[src/common/dcmbc_pkg.sv]
package dcmbc_pkg;

    // ***************************************************************
    // Timing, at a 10 MHz clock
    // ***************************************************************
    localparam int CLK_PERIOD_NS = 100;
    localparam int STANDBY_TIME_US = 1000; // Coast time before standby
    localparam int STANDBY_CYCLES = STANDBY_TIME_US * 1000 / CLK_PERIOD_NS;
    localparam int OFF_TIME_NS = 25000; // Fixed off-time, typical
    localparam int OFF_CYCLES = OFF_TIME_NS / CLK_PERIOD_NS;
    localparam int FAST_PERCENT = 50; // Fast decay share of off-time
    localparam int FAST_CYCLES = OFF_CYCLES * FAST_PERCENT / 100;
    localparam int DEAD_TIME_NS = 50; // Least crossover dead time
    localparam int DEAD_CYCLES_RAW =
        (DEAD_TIME_NS + CLK_PERIOD_NS - 1) / CLK_PERIOD_NS;
    localparam int DEAD_CYCLES = (DEAD_CYCLES_RAW < 1) ? 1 : DEAD_CYCLES_RAW;
    localparam int WAKE_TIME_NS = 30000; // Charge pump settle, far side
    localparam int CNT_W = 14;

    // ***************************************************************
    // Bridge output carrier
    // ***************************************************************
    typedef struct packed {
        logic out_a; // Level on bridge_out_a
        logic oe_a_n; // Low while bridge_out_a is driven
        logic out_b;
        logic oe_b_n;
    } dcmbc_bridge_s;

    localparam dcmbc_bridge_s BRIDGE_OFF = '{1'b0, 1'b1, 1'b0, 1'b1};

    // Chopping phases
    typedef enum logic [1:0] {
        PH_DRIVE,
        PH_FAST,
        PH_DEAD,
        PH_SLOW
    } dcmbc_phase_e;

endpackage : dcmbc_pkg

[src/hw/dcmbc_timer.sv]
`timescale 1ns/1ps

// Down counter with load, reports zero as a level
module dcmbc_timer (
    input wire logic clk,
    input wire logic rst,
    input wire logic load,
    input wire logic [13:0] load_val,
    output logic [13:0] count_q,
    output logic done
);

    // ***************************************************************
    // Counter
    // ***************************************************************
    // Load wins over counting so a restart is never lost
    always_ff @(posedge clk) begin
        if (rst) begin
            count_q <= 14'h0000;
        end else if (load) begin
            count_q <= load_val;
        end else if (count_q != 14'h0000) begin
            count_q <= count_q - 14'h0001;
        end
    end

    assign done = (count_q == 14'h0000);

endmodule : dcmbc_timer

[src/hw/dcmbc_bridge_ctrl.sv]
`timescale 1ns/1ps

// Function
// Inputs 1/0 drive out_a high, out_b low; inputs 0/1 the reverse.
// Forward current trip holds out_a low and chops out_b by decay.
// Reverse current trip chops out_a and holds out_b low.
// Both inputs high drive both outputs low for as long as they stay.
// Both inputs low float both outputs and give standby after 1 ms.
// Standby disables the charge pump and the regulator.
// The controller waits up to 30 us after standby before driving.
// A current trip drops the conducting diagonal and starts off-time.
// The first half of off-time is fast decay, the rest slow decay.
// At the fast to slow change all drivers go off for a dead time.
// No synchronous rectification during the dead time.
// Rectify during decay and stop at zero load current.
// Overcurrent sets a fault latch that disables all outputs.
// The fault latch clears only on leaving standby or on power-up.
// Over-temperature disables outputs until its indication clears.
// Undervoltage lockout keeps all drivers off.
// The standby timer restarts whenever either input goes high.
module dcmbc_bridge_ctrl (
    input wire logic clk,
    input wire logic rst,
    input wire logic dir_input_a,
    input wire logic dir_input_b,
    input wire logic current_trip,
    input wire logic zero_current,
    input wire logic overcurrent_detect,
    input wire logic thermal_shutdown,
    input wire logic undervoltage_lockout,
    output dcmbc_pkg::dcmbc_bridge_s bridge_q,
    output logic sync_rect_q,
    output logic standby_q,
    output logic pump_enable_q,
    output logic overcurrent_fault_q,
    output logic [1:0] phase_q
);

    // ***************************************************************
    // Input decode
    // ***************************************************************
    logic fwd;
    logic rev;
    logic brake;
    logic coast;
    logic outputs_blocked;
    assign fwd = dir_input_a & ~dir_input_b;
    assign rev = ~dir_input_a & dir_input_b;
    assign brake = dir_input_a & dir_input_b;
    assign coast = ~dir_input_a & ~dir_input_b;
    // Protection gate; a fresh short blocks on the edge that latches it
    assign outputs_blocked = overcurrent_detect | overcurrent_fault_q
        | thermal_shutdown | undervoltage_lockout;

    // ***************************************************************
    // Standby timer
    // ***************************************************************
    logic sb_load;
    logic sb_done;
    logic wake;
    assign sb_load = rst | ~coast;
    assign wake = standby_q & ~coast;

    // Reset loads the full coast time, so power-up never drops into standby
    dcmbc_timer u_standby_timer (
        .clk(clk),
        .rst(1'b0),
        .load(sb_load),
        .load_val(14'(dcmbc_pkg::STANDBY_CYCLES)),
        .count_q(),
        .done(sb_done)
    );

    // Standby once the coast has lasted the full timer
    always_ff @(posedge clk) begin
        if (rst) begin
            standby_q <= 1'b0;
        end else if (~coast) begin
            standby_q <= 1'b0;
        end else if (sb_done) begin
            standby_q <= 1'b1;
        end
    end

    // Pump and regulator off in standby
    always_ff @(posedge clk) begin
        if (rst) begin
            pump_enable_q <= 1'b1;
        end else begin
            pump_enable_q <= ~(coast & (standby_q | sb_done));
        end
    end

    // ***************************************************************
    // Fault latch
    // ***************************************************************
    // Set wins over the standby exit clear; power-up is rst
    always_ff @(posedge clk) begin
        if (rst) begin
            overcurrent_fault_q <= 1'b0;
        end else if (overcurrent_detect) begin
            overcurrent_fault_q <= 1'b1;
        end else if (wake) begin
            overcurrent_fault_q <= 1'b0;
        end
    end

    // ***************************************************************
    // Off-time sequencer
    // ***************************************************************
    dcmbc_pkg::dcmbc_phase_e ph_q;
    dcmbc_pkg::dcmbc_phase_e ph_d;
    logic tm_load;
    logic [13:0] tm_val;
    logic tm_done;
    logic driving;
    assign driving = (fwd | rev) & ~outputs_blocked;

    dcmbc_timer u_off_timer (
        .clk(clk),
        .rst(rst),
        .load(tm_load),
        .load_val(tm_val),
        .count_q(),
        .done(tm_done)
    );

    // Next phase; drive, fast and dead each load the timer for the following one
    always_comb begin
        ph_d = ph_q;
        tm_load = 1'b0;
        tm_val = 14'h0000;
        case (ph_q)
            dcmbc_pkg::PH_DRIVE: begin
                if (driving & current_trip) begin
                    ph_d = dcmbc_pkg::PH_FAST;
                    tm_load = 1'b1;
                    tm_val = 14'(dcmbc_pkg::FAST_CYCLES - 1);
                end
            end
            dcmbc_pkg::PH_FAST: begin
                if (tm_done) begin
                    ph_d = dcmbc_pkg::PH_DEAD;
                    tm_load = 1'b1;
                    tm_val = 14'(dcmbc_pkg::DEAD_CYCLES - 1);
                end
            end
            dcmbc_pkg::PH_DEAD: begin
                if (tm_done) begin
                    ph_d = dcmbc_pkg::PH_SLOW;
                    tm_load = 1'b1;
                    // Dead time is carved from the slow part
                    tm_val = 14'(dcmbc_pkg::OFF_CYCLES
                        - dcmbc_pkg::FAST_CYCLES
                        - dcmbc_pkg::DEAD_CYCLES - 1);
                end
            end
            dcmbc_pkg::PH_SLOW: begin
                if (tm_done) begin
                    ph_d = dcmbc_pkg::PH_DRIVE;
                end
            end
            default: begin
                ph_d = dcmbc_pkg::PH_DRIVE;
            end
        endcase
        // Leaving drive aborts the off-time
        if (~driving) begin
            ph_d = dcmbc_pkg::PH_DRIVE;
        end
    end

    always_ff @(posedge clk) begin
        if (rst) begin
            ph_q <= dcmbc_pkg::PH_DRIVE;
        end else begin
            ph_q <= ph_d;
        end
    end

    // ***************************************************************
    // Bridge drive
    // ***************************************************************
    dcmbc_pkg::dcmbc_bridge_s br_d;
    logic rect_d;
    logic chop_hi;

    // Fast decay reverses the bridge; slow decay holds both low
    always_comb begin
        br_d = dcmbc_pkg::BRIDGE_OFF;
        rect_d = 1'b0;
        chop_hi = (ph_d == dcmbc_pkg::PH_FAST);
        if (outputs_blocked) begin
            br_d = dcmbc_pkg::BRIDGE_OFF;
        end else if (brake) begin
            br_d = '{1'b0, 1'b0, 1'b0, 1'b0};
        end else if (coast) begin
            br_d = dcmbc_pkg::BRIDGE_OFF;
        end else if (ph_d == dcmbc_pkg::PH_DEAD) begin
            br_d = dcmbc_pkg::BRIDGE_OFF;
        end else if (ph_d == dcmbc_pkg::PH_DRIVE) begin
            br_d = '{fwd, 1'b0, rev, 1'b0};
        end else if (zero_current) begin
            br_d = dcmbc_pkg::BRIDGE_OFF;
        end else if (fwd) begin
            br_d = '{1'b0, 1'b0, chop_hi, 1'b0};
            rect_d = 1'b1;
        end else begin
            br_d = '{chop_hi, 1'b0, 1'b0, 1'b0};
            rect_d = 1'b1;
        end
    end

    // Registered so no output glitches on decode
    always_ff @(posedge clk) begin
        if (rst) begin
            bridge_q <= dcmbc_pkg::BRIDGE_OFF;
            sync_rect_q <= 1'b0;
            phase_q <= 2'h0;
        end else begin
            bridge_q <= br_d;
            sync_rect_q <= rect_d;
            phase_q <= ph_d;
        end
    end

endmodule : dcmbc_bridge_ctrl

[config.mk]
export PLATFORM = sky130hd
export DESIGN_NAME = dcmbc_bridge_ctrl
export DESIGN_NICKNAME = d
export VERILOG_FILES = /design/src/common/dcmbc_pkg.sv /design/src/hw/dcmbc_timer.sv /design/src/hw/dcmbc_bridge_ctrl.sv
export SDC_FILE = /design/constraint.sdc
export NUM_CORES = 1
export LEC_CHECK = 0
export BUFFER_PORTS_ARGS = -buffer_cell sky130_fd_sc_hd__buf_2
export CAP_MARGIN = 30
export CELL_PAD_IN_SITES_DETAIL_PLACEMENT = 2
export CELL_PAD_IN_SITES_GLOBAL_PLACEMENT = 2
export CORE_MARGIN = 5
export CORE_UTILIZATION = 39
export DETAILED_ROUTE_END_ITERATION = 6
export PLACE_DENSITY_LB_ADDON = 0.1
export SETUP_SLACK_MARGIN = 0.15
export SYNTH_ARGS = -nofsm -noshare
export SYNTH_HDL_FRONTEND = slang
export SYNTH_SLANG_ARGS = --single-unit
export TNS_END_PERCENT = 10
[constraint.sdc]
create_clock -name clk -period 4.1 [get_ports clk]
set_input_delay 0.205 -clock clk [delete_from_list [all_inputs] [get_ports clk]]
set_output_delay 0.205 -clock clk [all_outputs]
set_load 0.02 [all_outputs]
* After elaboration in Yosys (flattened, before gate mapping)
Cells that the tools add are included.
Operators by class: reductions and logical operators 13, $add $sub $neg 2, muxes and demuxes 23, equal/unequal tests 5, bitwise gates (word level) 19
Operator list (number):
- $logic_not A14 Y1 | 2
- $mux W14 | 2
- $reduce_bool A14 Y1 | 2
- $sub A14 B1 Y14 const B | 2
- $mux W7 | 2
- $pmux W7 S2 | 1
- $mux W4 | 3
- $mux W2 | 5
- $mux W3 | 3
- $and A1 B1 Y1 | 8
- $pmux W2 S4 | 1
- $eq A2 B2 Y1 const B | 3
- $or A1 B1 Y1 | 6
- $reduce_or A2 Y1 | 3
- $reduce_or A6 Y1 | 1
- $mux W1 | 5
- $not A1 Y1 | 5
- $reduce_or A5 Y1 | 1
- $eq A2 B1 Y1 const B | 2
- $logic_not A2 Y1 | 2
- $reduce_bool A2 Y1 | 2
- $pmux W1 S2 | 1
Word-level totals: input bits 9, register bits after elaboration 38

* Logic depth before layout (Yosys ltp)
Gate-level depths: netlist (run 1).
word-level depth 16, mapped depth 8, mapped depth without buffers 7

* Hierarchy
From an unflattened synthesis (run 1), not the netlist that was laid out.
Second synthesis, totals: cell total of the unflattened synthesis 286, area total of the unflattened synthesis 2407.3 um^2
By module, submodules not included:
- dcmbc_timer | cells an instance 109, seq. area each 280.3 um^2, area each 887.1 um^2, times used 2
- dcmbc_bridge_ctrl | cells an instance 68, seq. area each 180.2 um^2, area each 633.1 um^2, times used 1

* Worst setup path before layout (run 1)
OpenSTA, ideal clock, no wires.
path type register to register, start register phase_q[1] (netlist name), end register bridge_q[3] (netlist name), setup slack 1.835 ns, clock period less this slack 2.265 ns, cell stages (with the launch flop) 7, arrival 2.162 ns, setup time 0.103 ns, path through dfxtp_1 ha_1 nor4bb_1 a41oi_1 a211o_1 or3_1 a2111oi_2
RTL lines:
- to (signal assigned) | RTL line dcmbc_bridge_ctrl.sv:217 | bridge_q <= dcmbc_pkg::BRIDGE_OFF;
- to (signal assigned) | RTL line dcmbc_bridge_ctrl.sv:221 | bridge_q <= br_d;
- to (decl) | RTL line dcmbc_bridge_ctrl.sv:31 | output dcmbc_pkg::dcmbc_bridge_s bridge_q,

* Final worst setup path (run 1)
start register u_off_timer.count_q[0], end register u_off_timer.count_q[1]
Between the ends: longest elaborated chain between the ends 4, elaborated cells on any way between the ends 10, those cells by class add/sub (1); mux (6); reduce/logical (3)
RTL lines:
- from (decl) | RTL line dcmbc_timer.sv:9 | output logic [13:0] count_q,
- from (signal assigned) | RTL line dcmbc_timer.sv:21 | count_q <= load_val;
- from (signal assigned) | RTL line dcmbc_timer.sv:23 | count_q <= count_q - 14'h0001;
- branches (longest 4 deep; another with $sub A14 B1 Y14)
Several ways; the timed one is not identified. The select of a mux whose other input is x is not followed. A chain may end at the register's enable or synchronous reset.

==> results of run 1 <==
-- layer usage --
layer | track usage [%] | vias to the layer above | part of all wire (%)
met3 | 4.06 | 4 | 2.5
met5 | 0 | - | 0
met4 | 4.49 | 0 | 0.81
li1 | - | 845 | -
met1 | 19.8 | 838 | 45
met2 | 30.5 | 14 | 52
-- flip-flops by register name, indices dropped and copies added (netlist names) --
signal	cells
phase_q	2
u_off_timer.count_q	14
overcurrent_fault_q	1
u_standby_timer.count_q	14
pump_enable_q	1
bridge_q	3
sync_rect_q	1
standby_q	1
-- kinds of logic after synthesis --
family | Yosys count | share of synthesized area [%]
fa+ha+maj | 13 | 8.11
xor+xnor | 19 | 8.30
buf+inv | 21 | 4.12
compound gates | 50 | 17.5
mux | 1 | 0.499
simple gates | 86 | 24.5
flops | 37 | 36.9
-- worst max-delay path: cells and delay by family (launching register included) --
kind,cells,cell delay (ns)
and+or+nand+nor,3,1.30
AOI/OAI and AO/OA,2,0.59
DFF,1,0.34
adders and majority gates,1,0.17
buffers and inverters,1,0.12
-- power groups by stage --
stage / registers, mW / clock network, mW / logic [mW]
detailed placement: 0.468 / 0 / 0.388
floorplan: 0.457 / 0 / 0.307
global placement: 0.464 / 0 / 0.378
finish: 0.459 / 0.248 / 0.384
CTS: 0.460 / 0.257 / 0.391
global route: 0.468 / 0.280 / 0.439
-- cell type report --
class / count / share of cell area [%]
multi-input combinational: 169 / 52.7
sequential: 37 / 33.0
timing repair buffer: 19 / 4.24
tap: 70 / 3.90
clock buffer: 6 / 3.23
inverter: 15 / 2.51
clock inverter: 2 / 0.446
-- layout by cell type (no fill, tap or decap), types with 4 or more instances in the layout --
cell type	n
a211oi_1	6
a21oi_1	15
buf_2	19
clkbuf_8	5
dfxtp_1	37
ha_1	13
inv_1	15
nand2_1	16
nand4_1	5
nor2_1	28
nor2b_1	4
nor3_1	5
nor4_1	4
o21ai_0	8
xnor2_1	12
xor2_1	7
-- per-stage QoR --
step | worst slack (ns) | utilization (%) | instance area (um2)
2_1_floorplan | 1.83 | - | 2010
3_3_place_gp | 1.67 | 42.8 | 2160
3_5_place_dp | 1.54 | 42.9 | 2160
4_1_cts | 1.47 | 44.5 | 2240
5_1_grt | 1.26 | 44.5 | 2240
6_report | 1.49 | 44.5 | 2240
-- final timing paths --
check                                                          from                                  end  slack (ns)  cells after the start
worst max register to register  u_off_timer.count_q[0]$_SDFFE_PP0P_  u_off_timer.count_q[1]$_SDFFE_PP0P_        1.49                      7
worst max-delay path            u_off_timer.count_q[0]$_SDFFE_PP0P_  u_off_timer.count_q[1]$_SDFFE_PP0P_        1.49                      7
worst min register to register  u_off_timer.count_q[7]$_SDFFE_PP0P_  u_off_timer.count_q[7]$_SDFFE_PP0P_        0.50                      2
worst min-delay path                                   zero_current               sync_rect_q$_SDFF_PP0_        0.12                      2
==> run metrics, run 1 <==
crit-path max cell delay 0.57 ns; area leader, netlist dfxtp_1; GPL Wtd Cong 0.732; Cells after DPL 310; synth unique cells 46; # rows 26; RSZ-0062 raised after global routing no; Post-CTS Resized 0; post-synth top area share 36.9%; CP startpoint kind flip-flop; # DRC 0; Layout Nets 269; Final Hold Fails 0; drt via density 5.35; drt wl/cell 15.6 um; GR Overflow Total 0; async set or reset register ratio after synthesis 0%; maxcap violations 0; fin crit period 2.61 ns; post-synthesis sequential area ratio 36.9%; CP Max Fanout 17; first-pass GRT wire length 8710 um; largest net degree at the start of global routing 18; DRT iter0 DRCs 58; CTS Root Cell clkbuf_8; Mapped Area 2010 um2; most frequent cells after synthesis 37 x dfxtp_1, 28 x nor2_1, 16 x nand2_1; most frequent cell after synthesis dfxtp_1; overall routing resource usage 16.9%; cells after synthesis 227; Vias 1701; Clk pwr share 22.7%; initial antenna violation count 0; largest cells by area after synthesis dfxtp_1 37%, ha_1 8.1%, nor2_1 5.2%; die area 6680 um2; CTS tree built; drt total wl 4950 um; Cell Chain, Critical Path inv_1, ha_1, nor3b_1, nand4_2, o21a_1, or4b_1, a21oi_1; htree depth 2; multi-input combinational cell area 1180 um2; Die Y 81.7 um; measured slew at the worst slew-check pin 0.617 ns; CORE AREA 5040 um2; max-slew violations 0; post-route insts no fill 318; Port Buffers 18; # hold bufs at CTS 0; #FFs+latches synth 37; # diodes 0; DR pass1 iterations 4; sequential power share 42.1%; Sum Neg Setup Slack 0 ns; worst path required time 4.32 ns; number of synthesis warnings 0; outcome complete, no violations; Setup Buffers After CTS 0; share of layout cells above drive strength 1 12.9%; worst rel slew slack 57.8%; Hold Crit Class in -> reg; I/O pins 19; CTS buffer count 5; clock sinks 37; Clock transition at path regs 0.07 ns; Fmax 383 MHz; HPWL Detailed 3860 um; final hold slack 0.118 ns; final period utilization 63.6%; Critical-path top delay cell or4b_1; number of global-route vias before repair 1842; setup violators final 0; P_sw 0.408 mW; leak pwr 0.891 nW; Post-synth EDFFs 0; CP endpoint kind flip-flop; FF/Latch Area 741 um2; ANT nets after route 0; Net Sw Frac 37.4%; CP Class reg -> reg; worst-skew pair later-pin latency 0.29 ns; Combinational Power Share 35.2%; Filler Cell Count 577; Max clock buf depth 2; Mapped Nets 249; Initial Util 39.8%; Cell Pwr Density 486 nW/um2; dominant synthesized flop cell dfxtp_1; Avg Cell Area, Syn 8.84 um2; crit path DAT 2.83 ns; skew final 0.00500 ns; Int Power 0.684 mW; Final Power 1.09 mW; Layout area overhead 11.9%; VDD IR-drop max 237 uV; chip width 81.7 um
Note: power is estimated with default switching activity, not from simulation.
==> inputs of run 2 (changes only) <==
--- a/config.mk
+++ b/config.mk
@@ -10,7 +10,7 @@
 export CELL_PAD_IN_SITES_DETAIL_PLACEMENT = 2
 export CELL_PAD_IN_SITES_GLOBAL_PLACEMENT = 2
 export CORE_MARGIN = 5
-export CORE_UTILIZATION = 39
+export CORE_UTILIZATION = 36
 export DETAILED_ROUTE_END_ITERATION = 6
 export PLACE_DENSITY_LB_ADDON = 0.1
 export SETUP_SLACK_MARGIN = 0.15
==> constraint.sdc (replaced) <==
create_clock -name clk -period 2.7 [get_ports clk]
set_input_delay 0.135 -clock clk [delete_from_list [all_inputs] [get_ports clk]]
set_output_delay 0.135 -clock clk [all_outputs]
set_load 0.02 [all_outputs]
==> run 2 against run 1 <==
Total power grew 54%. Clock-buffer cell count is the same. Via count shrank 1.2%. Setup slack lost 1.2 ns. Clock power grew 55%. Cell area grew 0.89%. Highest routed layer unchanged.
==> run metrics, run 2 (synthesized netlist as in run 1, its figures left out) <==
outcome complete, no violations; HPWL Detailed 3850 um (-0.19%); Cell Chain, Critical Path ha_1, nor4bb_1, a41oi_1, a211o_1, or3_1, a2111oi_2; CP endpoint kind flip-flop; R2R Setup Slk 0.24 ns (-1.25 ns); # hold bufs at CTS 0 (unchanged); GPL Wtd Cong 0.756 (+3.3%); crit-path max cell delay 0.50 ns (-0.07 ns); drt via density 5.22 (-2.5%); drt wl/cell 15.5 um (-0.48%); max-slew violations 0 (unchanged); overall routing resource usage 14.9% (-2.0 points); FF/Latch Area 741 um2 (unchanged); CTS Root Cell clkbuf_8; commonest cells after routing, fill and taps aside 37 x dfxtp_1, 28 x nor2_1, 18 x buf_2; drt total wl 4990 um (+0.77%); crit path DAT 2.64 ns (-0.19 ns); worst-skew pair later-pin latency 0.29 ns (about the same); maxcap violations 0 (unchanged); VDD IR-drop max 382 uV (+61%); Cell Pwr Density 742 nW/um2 (+53%); htree depth 2 (unchanged); Layout Nets 271 (+0.74%); Sum Neg Setup Slack 0 ns (unchanged); worst path required time 2.88 ns (-1.44 ns); post-route cell area 2260 um2 (+0.89%); Post-CTS Resized 0 (unchanged); Hold Crit Class in -> reg; Critical-path top delay cell dfxtp_1; Final Hold Fails 0 (unchanged); leak pwr 0.900 nW (+1.0%); CTS tree built; chip width 84.6 um (+3.6%); measured slew at the worst slew-check pin 0.689 ns (+0.0717 ns); fin crit period 2.46 ns (-0.153 ns); I/O pins 19 (unchanged); DR pass1 iterations 2 (-2); Layout area overhead 12.9%; multi-input combinational cell area 1180 um2 (unchanged); CTS buffer count 5 (unchanged); # DRC 0 (unchanged); grt met1 use 19.1% (-0.72 points); Fmax 407 MHz (+6.2%); setup violators final 0 (unchanged); number of global-route vias before repair 1824 (-0.98%); final period utilization 91.0% (+27 points); clock sinks 37 (unchanged); RSZ-0062 raised after global routing yes; share of layout cells above drive strength 1 13.6% (+0.70 points); met2 Resource Use GR 24.6% (-5.8 points); Regs by FF count u_off_timer.count_q (14), u_standby_timer.count_q (14), bridge_q (3); Post-Place Cell Area 2180 um2 (+0.93%); initial antenna violation count 0 (unchanged); Die Y 84.6 um (+3.6%); Vias 1680 (-1.2%); final hold slack 0.0489 ns (-0.0690 ns); CORE AREA 5470 um2 (+8.5%); Initial Util 36.6% (-3.1 points); CP Class reg -> reg; worst rel slew slack 53.4% (-4.4 points); CP Max Fanout 8 (-9); CP startpoint kind flip-flop; met3 GRT Util 3.63% (-0.43 points); Setup Buffers After CTS 0 (unchanged); die area 7160 um2 (+7.3%); GR Overflow Total 0 (unchanged); Max clock buf depth 2 (unchanged); global routing's busiest layer met2; skew final 0.00720 ns (+0.00220 ns); worst slack, placed 0.266 ns (-1.27 ns); largest net degree at the start of global routing 13 (-5); DRT iter0 DRCs 44 (-24%); most common cell after layout, fill and taps aside dfxtp_1; ANT nets after route 0 (unchanged); first-pass GRT wire length 8790 um (+0.95%); # rows 27 (+3.8%); Port Buffers 18 (unchanged); final worst slack 0.244 ns (-1.25 ns); Filler Cell Count 643 (+11%); Clock transition at path regs 0.07 ns (about the same); # diodes 0 (unchanged)
-- run 2: cell count changes in the layout (fill, tap and decap cells not counted) --
| cell | previous run | this run |
|---|---|---|
| buf_2 | 19 | 18 |
| buf_4 | 0 | 3 |
-- run 2: final cells by class --
cell class / count / area share, %
clock buffers: 6 / 3.20
clock inverters: 2 / 0.442
inverters: 15 / 2.49
multi-input cells: 169 / 52.2
flip-flops and latches: 37 / 32.7
well taps: 72 / 3.98
repair buffers: 21 / 4.97
-- run 2: per-stage QoR --
step | cells | power, mW | util [%]
after global routing | 322 | 1.81 | 41.4
after detailed placement | 314 | 1.31 | 39.9
after floorplan | 227 | 1.16 | -
final | 322 | 1.68 | 41.4
after global placement | 314 | 1.29 | 39.9
after CTS | 322 | 1.71 | 41.4
-- run 2: per-layer routing --
layer  routed length (um)  vias up
met5                    0        -
met4                   38        0
met3                   92        6
met2                 2430       12
met1                 2430      809
li1                     -      853
-- run 2: worst max-delay path: cells and delay by family, from the launching register on --
family	cells	cell delay (ns)
AO/OA/AOI/OAI	3	0.90
adder cells (fa/ha/maj)	1	0.29
flip-flops	1	0.50
AND/OR/NAND/NOR	2	0.66
-- run 2: worst paths after layout --
path,from,endpoint,cells past startpoint
max reg2reg,phase_q[1]$_SDFF_PP0_,bridge_q[3]$_SDFF_PP0_,6
min reg2reg,u_standby_timer.count_q[8]$_SDFFE_PP1N_,u_standby_timer.count_q[8]$_SDFFE_PP1N_,2
min,zero_current,sync_rect_q$_SDFF_PP0_,2
max,phase_q[1]$_SDFF_PP0_,bridge_q[3]$_SDFF_PP0_,6
-- run 2: report_power, final --
| part | leakage, nW | switching, mW | total [mW] | internal, mW |
|---|---|---|---|---|
| Sequential | 0.302 | 0.0817 | 0.698 | 0.617 |
| Clock | 0.0450 | 0.205 | 0.385 | 0.179 |
| Combinational | 0.553 | 0.346 | 0.598 | 0.251 |
| Total | 0.900 | 0.633 | 1.68 | 1.05 |
